`src/verilog/plq_defs.svh`:
```
/*
  Constants of the link quality and PCS configuration register bank:
  register offsets, field positions, reset values and timing counts.
  Assumes it is included by its bare name from the package and the module.
*/
`ifndef PLQ_DEFS_SVH
`define PLQ_DEFS_SVH

`define PLQ_ADDR_W 11
`define PLQ_DATA_W 16

`define PLQ_OFF_TEST_PATTERN 11'h531
`define PLQ_OFF_TRAINING 11'h543
`define PLQ_OFF_RCVR_LOCK 11'h544
`define PLQ_OFF_LATCHED 11'h545
`define PLQ_OFF_DROP_CNT 11'h547
`define PLQ_OFF_COMM_READY 11'h548
`define PLQ_OFF_WATCHDOG 11'h559
`define PLQ_OFF_SCR_ECC 11'h55a

`define PLQ_TP_SEQ_BIT 8
`define PLQ_TP_DATA_MSB 7

`define PLQ_LF_CHANNEL 5
`define PLQ_LF_INHIBIT 4
`define PLQ_LF_STARTUP 3
`define PLQ_LF_ERR_RATE 2
`define PLQ_LF_ALIGN 1
`define PLQ_LF_WATCHDOG 0

`define PLQ_WD_FORCE_VAL 6
`define PLQ_WD_FORCE_EN 5
`define PLQ_WD_STD_EN 4
`define PLQ_WD_THR_MSB 3
`define PLQ_WD_RESET 16'h0051

`define PLQ_SC_ECC_MSB 14
`define PLQ_SC_ECC_LSB 6
`define PLQ_SC_ECC_CORRUPT 5
`define PLQ_SC_RX_DELAY 4
`define PLQ_SC_TX_DELAY 3
`define PLQ_SC_RX_INV 2
`define PLQ_SC_TX_INV 1
`define PLQ_SC_BYPASS 0

`define PLQ_TM_FOURTH 3'h4
`define PLQ_TM_SEVENTH 3'h7
`define PLQ_FIRST_PATTERN_SYMBOL 2'h1
`define PLQ_SECOND_PATTERN_SYMBOL 2'h3
`define PLQ_LFSR_SEED 15'h7fff

`define PLQ_MS_NS 1000000
`define PLQ_CLK_NS 20

`endif

```
`src/verilog/plq_pkg.sv`:
```
/*
  Types of the link quality and PCS configuration register bank.
  Assumes plq_defs.svh is on the include path.
*/
`include "plq_defs.svh"

package plq_pkg;

  typedef logic [`PLQ_ADDR_W-1:0] plq_addr_t;
  typedef logic [`PLQ_DATA_W-1:0] plq_data_t;

  typedef struct packed {
    plq_data_t rdata;
    logic fourth_pattern_sequence_select;
    logic [7:0] mode7_data;
    logic [15:0] tick_cnt;
    logic [7:0] ms_elapsed;
    logic [7:0] training_time;
    logic [7:0] remote_time;
    logic [7:0] local_time;
    logic training_d;
    logic loc_ok_d;
    logic rem_ok_d;
    logic [5:0] loss_cnt;
    logic [9:0] fail_cnt;
    logic comm_ready;
    logic channel_healthy_latched_low;
    logic fault_inhibit_latched_high;
    logic startup_detect_latched_high;
    logic remote_error_rate_latched_high;
    logic alignment_latched_low;
    logic symbol_watchdog_latched_low;
    logic wd_force_val;
    logic wd_force_en;
    logic wd_std_en;
    logic [3:0] watchdog_symbol_threshold;
    logic [2:0][3:0] wd_cnt;
    logic wd_natural;
    logic wd_status;
    logic [8:0] ecc_error;
    logic ecc_corrupt;
    logic rx_delay;
    logic tx_delay;
    logic rx_order_inv;
    logic tx_order_inv;
    logic scr_bypass;
    logic [14:0] tx_lfsr;
    logic [14:0] rx_lfsr;
    logic tx_sym_d;
    logic rx_sym_d;
    logic tx_data;
    logic rx_data;
    logic [8:0] ecc_mem_data;
    logic pattern_phase;
    logic [1:0] test_symbol;
    logic [7:0] test_data;
  } plq_state_t;

endpackage : plq_pkg

```
`src/verilog/plq_link_quality.sv`:
```
/*
  Link quality monitor, latched link events, symbol watchdog, test pattern
  source, data scrambler and decoder memory corruption for a single pair
  gigabit PHY, with its configuration registers.
  Assumes the PCS datapath runs on sys_clk_in, so its signals need no
  synchroniser, and that software uses a one-cycle read and write strobe.
*/
// Added by the designer: the strobed register port.
`timescale 1ns/1ps
`include "plq_defs.svh"

// Operation
// - Fourth test mode alternates the two symbols; select bit sets order.
// - Seventh test mode transmits the data byte of the pattern register.
// - Last link training duration reads back as eight bits in milliseconds.
// - Remote receiver time in upper byte, local receiver time in lower byte.
// - Six-bit link loss count sits in bits fifteen to ten.
// - Ten-bit count of failures without link loss sits in the low bits.
// - Communication ready status reads in bit zero of its register.
// - Channel healthy flag drops on deassertion; a written zero re-arms it.
// - Fault inhibit flag rises on assertion, holds until written zero.
// - Startup detect flag rises on any assertion, cleared by writing zero.
// - Remote error rate flag rises on assertion, cleared by writing zero.
// - Alignment flag records lock loss, written zero sets it, resets zero.
// - Watchdog flag reads zero after low status, written zero sets it.
// - Force enable drives watchdog status to force value, reset value one.
// - Standard watchdog enable starts symbol counters only after link up.
// - Each symbol kind must reach the threshold per window or status drops.
// - Corruption enable XORs nine-bit error value into decoder memory data.
// - Receive delay bit delays descrambler symbol generation by one bit.
// - Transmit delay bit delays scrambler symbol generation by one bit.
// - Receive descrambler uses state bit fourteen, bit zero when inverted.
// - Transmit scrambler uses state bit fourteen, or bit zero when inverted.
// - Bypass bit skips scrambling on both transmit and receive paths.
module plq_link_quality #(
  parameter logic [15:0] MS_CYCLES = 16'(`PLQ_MS_NS / `PLQ_CLK_NS)
) (
  input wire logic sys_clk_in,
  input wire logic rst_b_in,
  input wire plq_pkg::plq_addr_t reg_addr_in,
  input wire plq_pkg::plq_data_t reg_wdata_in,
  input wire logic reg_wr_in,
  input wire logic reg_rd_in,
  output plq_pkg::plq_data_t reg_rdata_out,
  input wire logic [2:0] test_mode_sel_in,
  output logic [1:0] test_symbol_out,
  output logic [7:0] test_data_out,
  input wire logic training_active_in,
  input wire logic local_rcvr_ok_in,
  input wire logic remote_rcvr_ok_in,
  input wire logic link_loss_in,
  input wire logic link_fail_in,
  input wire logic comm_ready_in,
  input wire logic channel_ok_in,
  input wire logic fault_inhibit_in,
  input wire logic startup_detect_in,
  input wire logic remote_error_rate_in,
  input wire logic block_lock_in,
  input wire logic link_up_in,
  input wire logic sym_zero_in,
  input wire logic sym_plus_in,
  input wire logic sym_minus_in,
  input wire logic wd_window_end_in,
  output logic wd_status_out,
  input wire logic [8:0] ecc_mem_data_in,
  output logic [8:0] ecc_mem_data_out,
  input wire logic tx_data_in,
  output logic tx_data_out,
  input wire logic rx_data_in,
  output logic rx_data_out
);
  import plq_pkg::*;

  plq_state_t st_r;
  plq_state_t st_nxt;

  logic wr_tp;
  logic wr_lf;
  logic wr_wd;
  logic wr_sc;
  logic ms_tick;
  logic wd_run;
  logic wd_fail;
  logic [2:0] sym_seen;
  logic tx_sym_now;
  logic rx_sym_now;
  logic tx_sym;
  logic rx_sym;

  assign wr_tp = reg_wr_in && (reg_addr_in == `PLQ_OFF_TEST_PATTERN);
  assign wr_lf = reg_wr_in && (reg_addr_in == `PLQ_OFF_LATCHED);
  assign wr_wd = reg_wr_in && (reg_addr_in == `PLQ_OFF_WATCHDOG);
  assign wr_sc = reg_wr_in && (reg_addr_in == `PLQ_OFF_SCR_ECC);
  assign ms_tick = (st_r.tick_cnt == MS_CYCLES - 16'h0001);
  assign sym_seen = {sym_minus_in, sym_plus_in, sym_zero_in};
  // With the standard enable clear the counters run regardless of link.
  assign wd_run = !st_r.wd_std_en || link_up_in;

  always_comb
  begin
    wd_fail = 1'b0;
    for (int i = 0; i < 3; i++)
    begin
      if (st_r.wd_cnt[i] < st_r.watchdog_symbol_threshold)
      begin
        wd_fail = 1'b1;
      end
    end
  end

  assign tx_sym_now = st_r.tx_order_inv ? st_r.tx_lfsr[0]
                                        : st_r.tx_lfsr[14];
  assign rx_sym_now = st_r.rx_order_inv ? st_r.rx_lfsr[0]
                                        : st_r.rx_lfsr[14];
  assign tx_sym = st_r.tx_delay ? st_r.tx_sym_d : tx_sym_now;
  assign rx_sym = st_r.rx_delay ? st_r.rx_sym_d : rx_sym_now;

  always_comb
  begin
    st_nxt = st_r;

    // Register writes.
    if (wr_tp)
    begin
      st_nxt.fourth_pattern_sequence_select = reg_wdata_in[`PLQ_TP_SEQ_BIT];
      st_nxt.mode7_data = reg_wdata_in[`PLQ_TP_DATA_MSB:0];
    end
    if (wr_wd)
    begin
      st_nxt.wd_force_val = reg_wdata_in[`PLQ_WD_FORCE_VAL];
      st_nxt.wd_force_en = reg_wdata_in[`PLQ_WD_FORCE_EN];
      st_nxt.wd_std_en = reg_wdata_in[`PLQ_WD_STD_EN];
      st_nxt.watchdog_symbol_threshold = reg_wdata_in[`PLQ_WD_THR_MSB:0];
    end
    if (wr_sc)
    begin
      st_nxt.ecc_error = reg_wdata_in[`PLQ_SC_ECC_MSB:`PLQ_SC_ECC_LSB];
      st_nxt.ecc_corrupt = reg_wdata_in[`PLQ_SC_ECC_CORRUPT];
      st_nxt.rx_delay = reg_wdata_in[`PLQ_SC_RX_DELAY];
      st_nxt.tx_delay = reg_wdata_in[`PLQ_SC_TX_DELAY];
      st_nxt.rx_order_inv = reg_wdata_in[`PLQ_SC_RX_INV];
      st_nxt.tx_order_inv = reg_wdata_in[`PLQ_SC_TX_INV];
      st_nxt.scr_bypass = reg_wdata_in[`PLQ_SC_BYPASS];
    end

    // Latched flags: a written zero re-arms, and a same-cycle event wins.
    if (wr_lf && !reg_wdata_in[`PLQ_LF_CHANNEL])
    begin
      st_nxt.channel_healthy_latched_low = 1'b1;
    end
    if (!channel_ok_in)
    begin
      st_nxt.channel_healthy_latched_low = 1'b0;
    end
    if (wr_lf && !reg_wdata_in[`PLQ_LF_INHIBIT])
    begin
      st_nxt.fault_inhibit_latched_high = 1'b0;
    end
    if (fault_inhibit_in)
    begin
      st_nxt.fault_inhibit_latched_high = 1'b1;
    end
    if (wr_lf && !reg_wdata_in[`PLQ_LF_STARTUP])
    begin
      st_nxt.startup_detect_latched_high = 1'b0;
    end
    if (startup_detect_in)
    begin
      st_nxt.startup_detect_latched_high = 1'b1;
    end
    if (wr_lf && !reg_wdata_in[`PLQ_LF_ERR_RATE])
    begin
      st_nxt.remote_error_rate_latched_high = 1'b0;
    end
    if (remote_error_rate_in)
    begin
      st_nxt.remote_error_rate_latched_high = 1'b1;
    end
    if (wr_lf && !reg_wdata_in[`PLQ_LF_ALIGN])
    begin
      st_nxt.alignment_latched_low = 1'b1;
    end
    if (!block_lock_in)
    begin
      st_nxt.alignment_latched_low = 1'b0;
    end
    if (wr_lf && !reg_wdata_in[`PLQ_LF_WATCHDOG])
    begin
      st_nxt.symbol_watchdog_latched_low = 1'b1;
    end
    if (!st_r.wd_status)
    begin
      st_nxt.symbol_watchdog_latched_low = 1'b0;
    end

    // Millisecond base and training timing.
    st_nxt.tick_cnt = ms_tick ? 16'h0000 : st_r.tick_cnt + 16'h0001;
    st_nxt.training_d = training_active_in;
    st_nxt.loc_ok_d = local_rcvr_ok_in;
    st_nxt.rem_ok_d = remote_rcvr_ok_in;
    if (training_active_in && !st_r.training_d)
    begin
      st_nxt.ms_elapsed = 8'h00;
      st_nxt.tick_cnt = 16'h0000;
    end
    else if (training_active_in && ms_tick && st_r.ms_elapsed != 8'hff)
    begin
      st_nxt.ms_elapsed = st_r.ms_elapsed + 8'h01;
    end
    if (!training_active_in && st_r.training_d)
    begin
      st_nxt.training_time = st_r.ms_elapsed;
    end
    if (training_active_in && local_rcvr_ok_in && !st_r.loc_ok_d)
    begin
      st_nxt.local_time = st_r.ms_elapsed;
    end
    if (training_active_in && remote_rcvr_ok_in && !st_r.rem_ok_d)
    begin
      st_nxt.remote_time = st_r.ms_elapsed;
    end

    // Drop counters saturate rather than wrap, so a busy link never
    // appears healthy again.
    if (link_loss_in && st_r.loss_cnt != 6'h3f)
    begin
      st_nxt.loss_cnt = st_r.loss_cnt + 6'h01;
    end
    if (link_fail_in && st_r.fail_cnt != 10'h3ff)
    begin
      st_nxt.fail_cnt = st_r.fail_cnt + 10'h001;
    end
    st_nxt.comm_ready = comm_ready_in;

    // Symbol watchdog.
    for (int i = 0; i < 3; i++)
    begin
      if (!wd_run || wd_window_end_in)
      begin
        st_nxt.wd_cnt[i] = 4'h0;
      end
      else if (sym_seen[i] && st_r.wd_cnt[i] != 4'hf)
      begin
        st_nxt.wd_cnt[i] = st_r.wd_cnt[i] + 4'h1;
      end
    end
    if (!wd_run)
    begin
      st_nxt.wd_natural = 1'b1;
    end
    else if (wd_window_end_in)
    begin
      st_nxt.wd_natural = !wd_fail;
    end
    st_nxt.wd_status = st_nxt.wd_force_en ? st_nxt.wd_force_val
                                          : st_nxt.wd_natural;

    // ECC corruption.
    st_nxt.ecc_mem_data = st_r.ecc_corrupt ?
                          (ecc_mem_data_in ^ st_r.ecc_error) :
                          ecc_mem_data_in;

    // Scramblers: the delay tap keeps the previous symbol.
    st_nxt.tx_lfsr = {st_r.tx_lfsr[13:0], ^st_r.tx_lfsr[14:13]};
    st_nxt.rx_lfsr = {st_r.rx_lfsr[13:0], ^st_r.rx_lfsr[14:13]};
    st_nxt.tx_sym_d = tx_sym_now;
    st_nxt.rx_sym_d = rx_sym_now;
    st_nxt.tx_data = tx_data_in ^ (tx_sym & !st_r.scr_bypass);
    st_nxt.rx_data = rx_data_in ^ (rx_sym & !st_r.scr_bypass);

    // Test patterns.
    st_nxt.pattern_phase = 1'b0;
    st_nxt.test_symbol = 2'h0;
    st_nxt.test_data = 8'h00;
    if (test_mode_sel_in == `PLQ_TM_FOURTH)
    begin
      st_nxt.pattern_phase = !st_r.pattern_phase;
      st_nxt.test_symbol = (st_r.pattern_phase ^
                            st_r.fourth_pattern_sequence_select) ?
                           `PLQ_SECOND_PATTERN_SYMBOL :
                           `PLQ_FIRST_PATTERN_SYMBOL;
    end
    if (test_mode_sel_in == `PLQ_TM_SEVENTH)
    begin
      st_nxt.test_data = st_r.mode7_data;
    end

    // Read data stands only in the cycle after the strobe.
    st_nxt.rdata = 16'h0000;
    if (reg_rd_in)
    begin
      case (reg_addr_in)
        `PLQ_OFF_TEST_PATTERN:
          st_nxt.rdata = {7'h00, st_r.fourth_pattern_sequence_select,
                          st_r.mode7_data};
        `PLQ_OFF_TRAINING:
          st_nxt.rdata = {8'h00, st_r.training_time};
        `PLQ_OFF_RCVR_LOCK:
          st_nxt.rdata = {st_r.remote_time, st_r.local_time};
        `PLQ_OFF_LATCHED:
          st_nxt.rdata = {10'h000, st_r.channel_healthy_latched_low,
                          st_r.fault_inhibit_latched_high,
                          st_r.startup_detect_latched_high,
                          st_r.remote_error_rate_latched_high,
                          st_r.alignment_latched_low,
                          st_r.symbol_watchdog_latched_low};
        `PLQ_OFF_DROP_CNT:
          st_nxt.rdata = {st_r.loss_cnt, st_r.fail_cnt};
        `PLQ_OFF_COMM_READY:
          st_nxt.rdata = {15'h0000, st_r.comm_ready};
        `PLQ_OFF_WATCHDOG:
          st_nxt.rdata = {9'h000, st_r.wd_force_val, st_r.wd_force_en,
                          st_r.wd_std_en, st_r.watchdog_symbol_threshold};
        `PLQ_OFF_SCR_ECC:
          st_nxt.rdata = {1'b0, st_r.ecc_error, st_r.ecc_corrupt,
                          st_r.rx_delay, st_r.tx_delay, st_r.rx_order_inv,
                          st_r.tx_order_inv, st_r.scr_bypass};
        default:
          st_nxt.rdata = 16'h0000;
      endcase
    end
  end

  always_ff @(posedge sys_clk_in or negedge rst_b_in)
  begin
    if (!rst_b_in)
    begin
      st_r <= '0;
      st_r.wd_force_val <= 1'(`PLQ_WD_RESET >> `PLQ_WD_FORCE_VAL);
      st_r.wd_std_en <= 1'(`PLQ_WD_RESET >> `PLQ_WD_STD_EN);
      st_r.watchdog_symbol_threshold <= 4'(`PLQ_WD_RESET);
      st_r.wd_natural <= 1'b1;
      st_r.wd_status <= 1'b1;
      st_r.tx_lfsr <= `PLQ_LFSR_SEED;
      st_r.rx_lfsr <= `PLQ_LFSR_SEED;
    end
    else
    begin
      st_r <= st_nxt;
    end
  end

  assign reg_rdata_out = st_r.rdata;
  assign test_symbol_out = st_r.test_symbol;
  assign test_data_out = st_r.test_data;
  assign wd_status_out = st_r.wd_status;
  assign ecc_mem_data_out = st_r.ecc_mem_data;
  assign tx_data_out = st_r.tx_data;
  assign rx_data_out = st_r.rx_data;
endmodule : plq_link_quality

```
`config.mk`:
```
export PLATFORM = sky130hd
export DESIGN_NAME = plq_link_quality
export DESIGN_NICKNAME = d
export VERILOG_FILES = /design/src/verilog/plq_pkg.sv /design/src/verilog/plq_link_quality.sv
export VERILOG_INCLUDE_DIRS = /design/src /design/src/verilog
export SDC_FILE = /design/constraint.sdc
export NUM_CORES = 1
export LEC_CHECK = 0
export BUFFER_PORTS_ARGS = -buffer_cell sky130_fd_sc_hd__buf_2
export CORE_MARGIN = 2
export CORE_UTILIZATION = 54
export CTS_BUF_LIST = sky130_fd_sc_hd__clkbuf_4
export CTS_CLUSTER_SIZE = 24
export DETAILED_ROUTE_END_ITERATION = 8
export PLACE_DENSITY = 0.85
export REMOVE_ABC_BUFFERS = 1
export SLEW_MARGIN = 20
export SYNTH_ARGS = -nofsm -noshare
export SYNTH_HDL_FRONTEND = slang
export SYNTH_SLANG_ARGS = --single-unit
```
`constraint.sdc`:
```
create_clock -name sys_clk_in -period 2.1 [get_ports sys_clk_in]
set_clock_uncertainty 0.2 [all_clocks]
set_input_delay 0.21 -clock sys_clk_in [delete_from_list [all_inputs] [get_ports sys_clk_in]]
set_output_delay 0.21 -clock sys_clk_in [all_outputs]
set_load 0.02 [all_outputs]
```
## Word-level counts from Yosys, hierarchy flattened

Cells that the tools add are included.

| operators by class | value |
|---|---|
| $add $sub $neg | 7 |
| $lt $le $gt $ge | 3 |
| equality and inequality tests | 20 |
| muxes and demuxes | 39 |
| bitwise operators | 6 |
| reduce and logical (&&, ||, !) cells | 49 |

Operators with widths:

| kind | number |
|---|---|
| $pmux 16 s8 | 1 |
| $eq 11x11->1 const B | 8 |
| $mux 16 | 3 |
| $mux 4 | 6 |
| $mux 8 | 3 |
| $logic_and 1x1->1 | 23 |
| $mux 1 | 22 |
| $add 16x1->16 const B | 1 |
| $eq 16x16->1 const B | 1 |
| $logic_not 1->1 | 15 |
| $reduce_bool 2->1 | 7 |
| $add 4x1->4 const B | 3 |
| $lt 4x4->1 | 3 |
| $ne 4x4->1 const B | 3 |
| $add 10x1->10 const B | 1 |
| $ne 10x10->1 const B | 1 |
| $mux 9 | 1 |
| $xor 9x9->9 | 1 |
| $add 8x1->8 const B | 1 |
| $ne 8x8->1 const B | 1 |
| $mux 7 | 1 |
| $add 6x1->6 const B | 1 |
| $eq 3x3->1 const B | 2 |
| $ne 2x1->1 const B | 3 |
| other kinds (7) | 12 |

| word-level totals | value |
|---|---|
| flip-flop bits (word level) | 189 |
| input bits | 61 |
| output and inout port bits | 38 |

## Longest topological paths before layout

| depth | value |
|---|---|
| word-level depth | 8 |
| mapped depth | 8 |
| mapped depth without buffers | 7 |

## Least setup slack after synthesis

OpenSTA, ideal clock, no wires.

| path | value |
|---|---|
| kind | register -> register |
| start | reg st_r[161] (netlist name) |
| end | reg st_r[145] (netlist name) |
| data arrival time | 1,939 ps |
| path slack | -157 ps |
| stages on the path, launching flop included | 7 |
| path buffers | 1 |
| period minus slack after synthesis | 2,257 ps |
| cell sequence | dfrtp_1 or4_4 nor4_4 nand3_2 buf_6 o31a_2 o21a_1 |

| on the way | value |
|---|---|
| cells in the longest elaborated chain, start to end | 4 |

Ends and longest elaborated chain:

| item | RTL line | text |
|---|---|---|
| start, declared | plq_link_quality.sv:74 | `plq_state_t st_r;` |
| start signal, assigned | plq_link_quality.sv:339 | `st_r <= st_nxt;` |
| $eq 16x16->1 | plq_link_quality.sv:94 | `assign ms_tick = (st_r.tick_cnt == MS_CYCLES - 16'h0001);` |
| $logic_and 1x1->1 (2 in a row) | plq_link_quality.sv:206 | `else if (training_active_in && ms_tick && st_r.ms_elapsed != 8'hff)` |
| $reduce_bool 2->1 (no source line) | n/a |  |

Every way passes these cells.
A chain may end at the register's enable or synchronous reset.

## Final worst setup path

| path | value |
|---|---|
| start | reg st_r[152] (netlist name) |
| end | reg st_r[145] (netlist name) |

The elaborated chain is that of the path after synthesis.

==> impl_results.md <==
- Status: finished with violations
- Failing checks: negative hold slack, negative setup slack
- RR Endpoint: st_r[145]
- HP Class: input pin to flop
- Reg2Reg Depth: 5
- Hold Path Origin: training_active_in
- Synth cell count leaders: 154 x dfrtp_1, 63 x nor2_1, 60 x mux2_2
- Asr flop ratio synth: 100%
- Gr usage total: between 20% and 30%
- Die extent in y: ~130 um
- Critical Path Fanout Max: 7
- Gate Count Post-Synth: 687
- Starting Density: a little over half
- Sequential share of power: 59.7%
- Layout cell share with drive strength beyond 1: about a third
- DR vias/cell: 5.70
- Inst Count DP: 962
- Mean area per synthesized cell: 12.0 um^2
- Htree depth: 4
- Layout area overhead: 21.2%
- Psw: between 0.0015 and 0.002 W
- Latest clock arrival within the worst-skew pair: around 0.59 ns
- Cell variety after synth: 58
- Post-synth EDFFs: 0
- Post-layout util: 66.4%
- Yosys top cell by area: dfrtp_1
- CORE AREA: ~15000 um^2
- R2R setup slack: -0.04 ns
- Final GP Congestion: 0.963
- Leakage Power: 4.69 nW
- Placement Cell Area: 9020 um^2
- Vias in the first global route: 6203
- Final wirelength: 19000 um
- Post-route setup slack: -0.0400 ns
- Seq cells post-synth: 189
- Num CTS Buffers: 17
- Clock transition at path regs: 0.15 ns
- First-pass GRT wire length: 30800 um
- Seq/Total Area, Yosys: between 50 and 60%
- Max_cap viols: 0
- Chip Width: around 130 um
- TritonCTS Sinks: approximately 190
- Kind of end point of the critical path: flop
- Synth Cell Area: 8240 um^2
- Final #Nets: between 900 and 1000
- Fmax: 467 MHz
- Highest metal used: met4
- Ys flop type: dfrtp_1
- Hold slack: -0.378 ns
- Clk pwr share: 28.0%
- DR iter-0 viols: 484
- Yosys warns: 0
- Overflow after GRT: 0
- Hold EP: st_r[115]
- Final Hold Viols: 8
- Via count: 6035
- WL met3: around 1300 um
- Die area: 16300 um^2
- DR WL met2: 9200 um
- IO Count: 99
- Worst Path Class, Setup: flop to flop
- Hold path depth: 1
- Synth top area cells: dfrtp_1 47%, dfstp_2 11%, mux2_2 8.2%, buf_4 3.2%, xnor2_1 3.2%
- Rows: 45
- Initial antenna violation count: 2
- Hold Buf Count CTS: 62
- Pwr per Cell Area: between 600 and 700 nW/um^2
- Cell area after layout: 9990 um^2
- RSZ-0062 raised after global routing: true
- Most numerous cell in the Yosys netlist: dfrtp_1
- Net switching fraction of the power: just under 30%
- Share of the synthesized area in the top cell type: between 40 and 50%
- Post-route insts no fill: 1059
- Root Driver: clkbuf_4
- Worst-margin pin slew: 0.562 ns
- P_int: 0.00478 W
- Avg WL per Cell: 17.9 um
- Clock buffer depth: 2
- Setup violators final: 1
- 1st-pass router iterations: 5
- Period utilization: 102%
- Data required, critical path: between 2 and 2.5 ns
- Antenna Violating Nets Remaining: 0
- DP Wirelength: 12300 um
- CTS tree: yes
- VDD IR max: roughly 0.33 mV
- RR Startpoint: st_r[152]
- DRC viols: 0
- Element type at the critical path start: flop
- Max Slew Vio Count: 0
- DRT met1 WL: 7960 um
- Shortest period the worst path allows: 2.14 ns
- Comb power frac: 12.3%
- Post-route setup TNS: -0.0400 ns
- Data arrival, critical path: 2.45 ns
- Max-slew headroom: 61.6%
- Port buffer count: 97
- Pin count of the biggest net entering global routing: 49
cells in the final DEF, fill, tap and decap left out, drive strengths merged, types with 24 or more instances in the layout:
master,netlist,routed
buf,45,144
dfstp,35,35
dfrtp,154,154
nor2,63,63
mux2,60,60
nand2,42,42
nand3,30,30
inv,14,24
xnor2,30,30
dlygate4sd3,0,61
layer usage:
layer | global-route usage (%) | up-vias
met5 | 0 | -
met4 | 9.57 | 0
met3 | 4.90 | 61
met2 | 41.1 | 251
met1 | 30.8 | 2995
li1 | - | 2728
flip-flops by register name, summed over array words and instances (netlist names):
signal / flops
st_r: 123
st_nxt: 28
reg_rdata_out: 16
ecc_mem_data_out: 9
test_data_out: 8
test_symbol_out: 2
rx_data_out: 1
tx_data_out: 1
wd_status_out: 1
what timing repair did:
action	CTS	global route
buffers inserted	0	1
resized for setup	4	11
pin swaps	9	2
endpoints found under the hold margin	293	8
setup endpoints to repair	10	23
cloned	0	0
power groups by stage:
stage / sequential [W] / combinational, W / clock (W)
after floorplan: 0.00406 / 0.000380 / 0
after global placement: 0.00408 / 0.000695 / 0
after detailed placement: 0.00409 / 0.000727 / 0
after CTS: 0.00403 / 0.000818 / 0.00193
after global routing: 0.00406 / 0.000925 / 0.00209
final: 0.00404 / 0.000831 / 0.00189
critical path: stages (launching register included):
cell	delay, ns
dfrtp_1	0.40
or4bb_1	0.55
nor4_4	0.26
nand3_2	0.18
o31a_2	0.31
o21a_1	0.18
worst max-delay path by stage:
| stage | start | endpoint | slack, ns |
|---|---|---|---|
| 2_1_floorplan | reg_addr_in[9] | st_r[54] | -0.49 |
| 3_3_place_gp | st_r[161] | st_r[147] | -0.16 |
| 3_5_place_dp | st_r[161] | st_r[147] | -0.17 |
| 4_1_cts | st_r[153] | st_r[145] | -0.05 |
| 5_1_grt | st_r[152] | st_r[145] | -0.12 |
| 6_report | st_r[152] | st_r[145] | -0.04 |
cell families after synthesis:
kind of cell / Yosys count / synth area share [%]
xor+xnor: 51 / 5.42
buf+inv: 69 / 4.93
simple gates: 213 / 13.3
flops: 189 / 57.9
mux: 64 / 8.68
compound gates: 85 / 7.30
fa+ha+maj: 16 / 2.43
stage by stage:
step | hold WS, ns | setup slack [ns] | power (W)
after floorplan | -0.286 | -0.492 | 0.00444
after global placement | -0.00424 | -0.161 | 0.00478
after detailed placement | -0.00169 | -0.168 | 0.00482
after CTS | -0.400 | -0.0522 | 0.00678
after global routing | -0.406 | -0.123 | 0.00708
final | -0.378 | -0.0400 | 0.00676
layout make-up:
type	count	area [um^2]
well taps	188	235
diodes	2	5.00
multi-input cells	429	3120
clock buffers	17	128
clock inverters	15	146
repair buffers	205	1530
flip-flops and latches	189	4770
inverters	14	52.6
fillers	1047	5050
No activity file was read; power rests on OpenSTA's default activity.
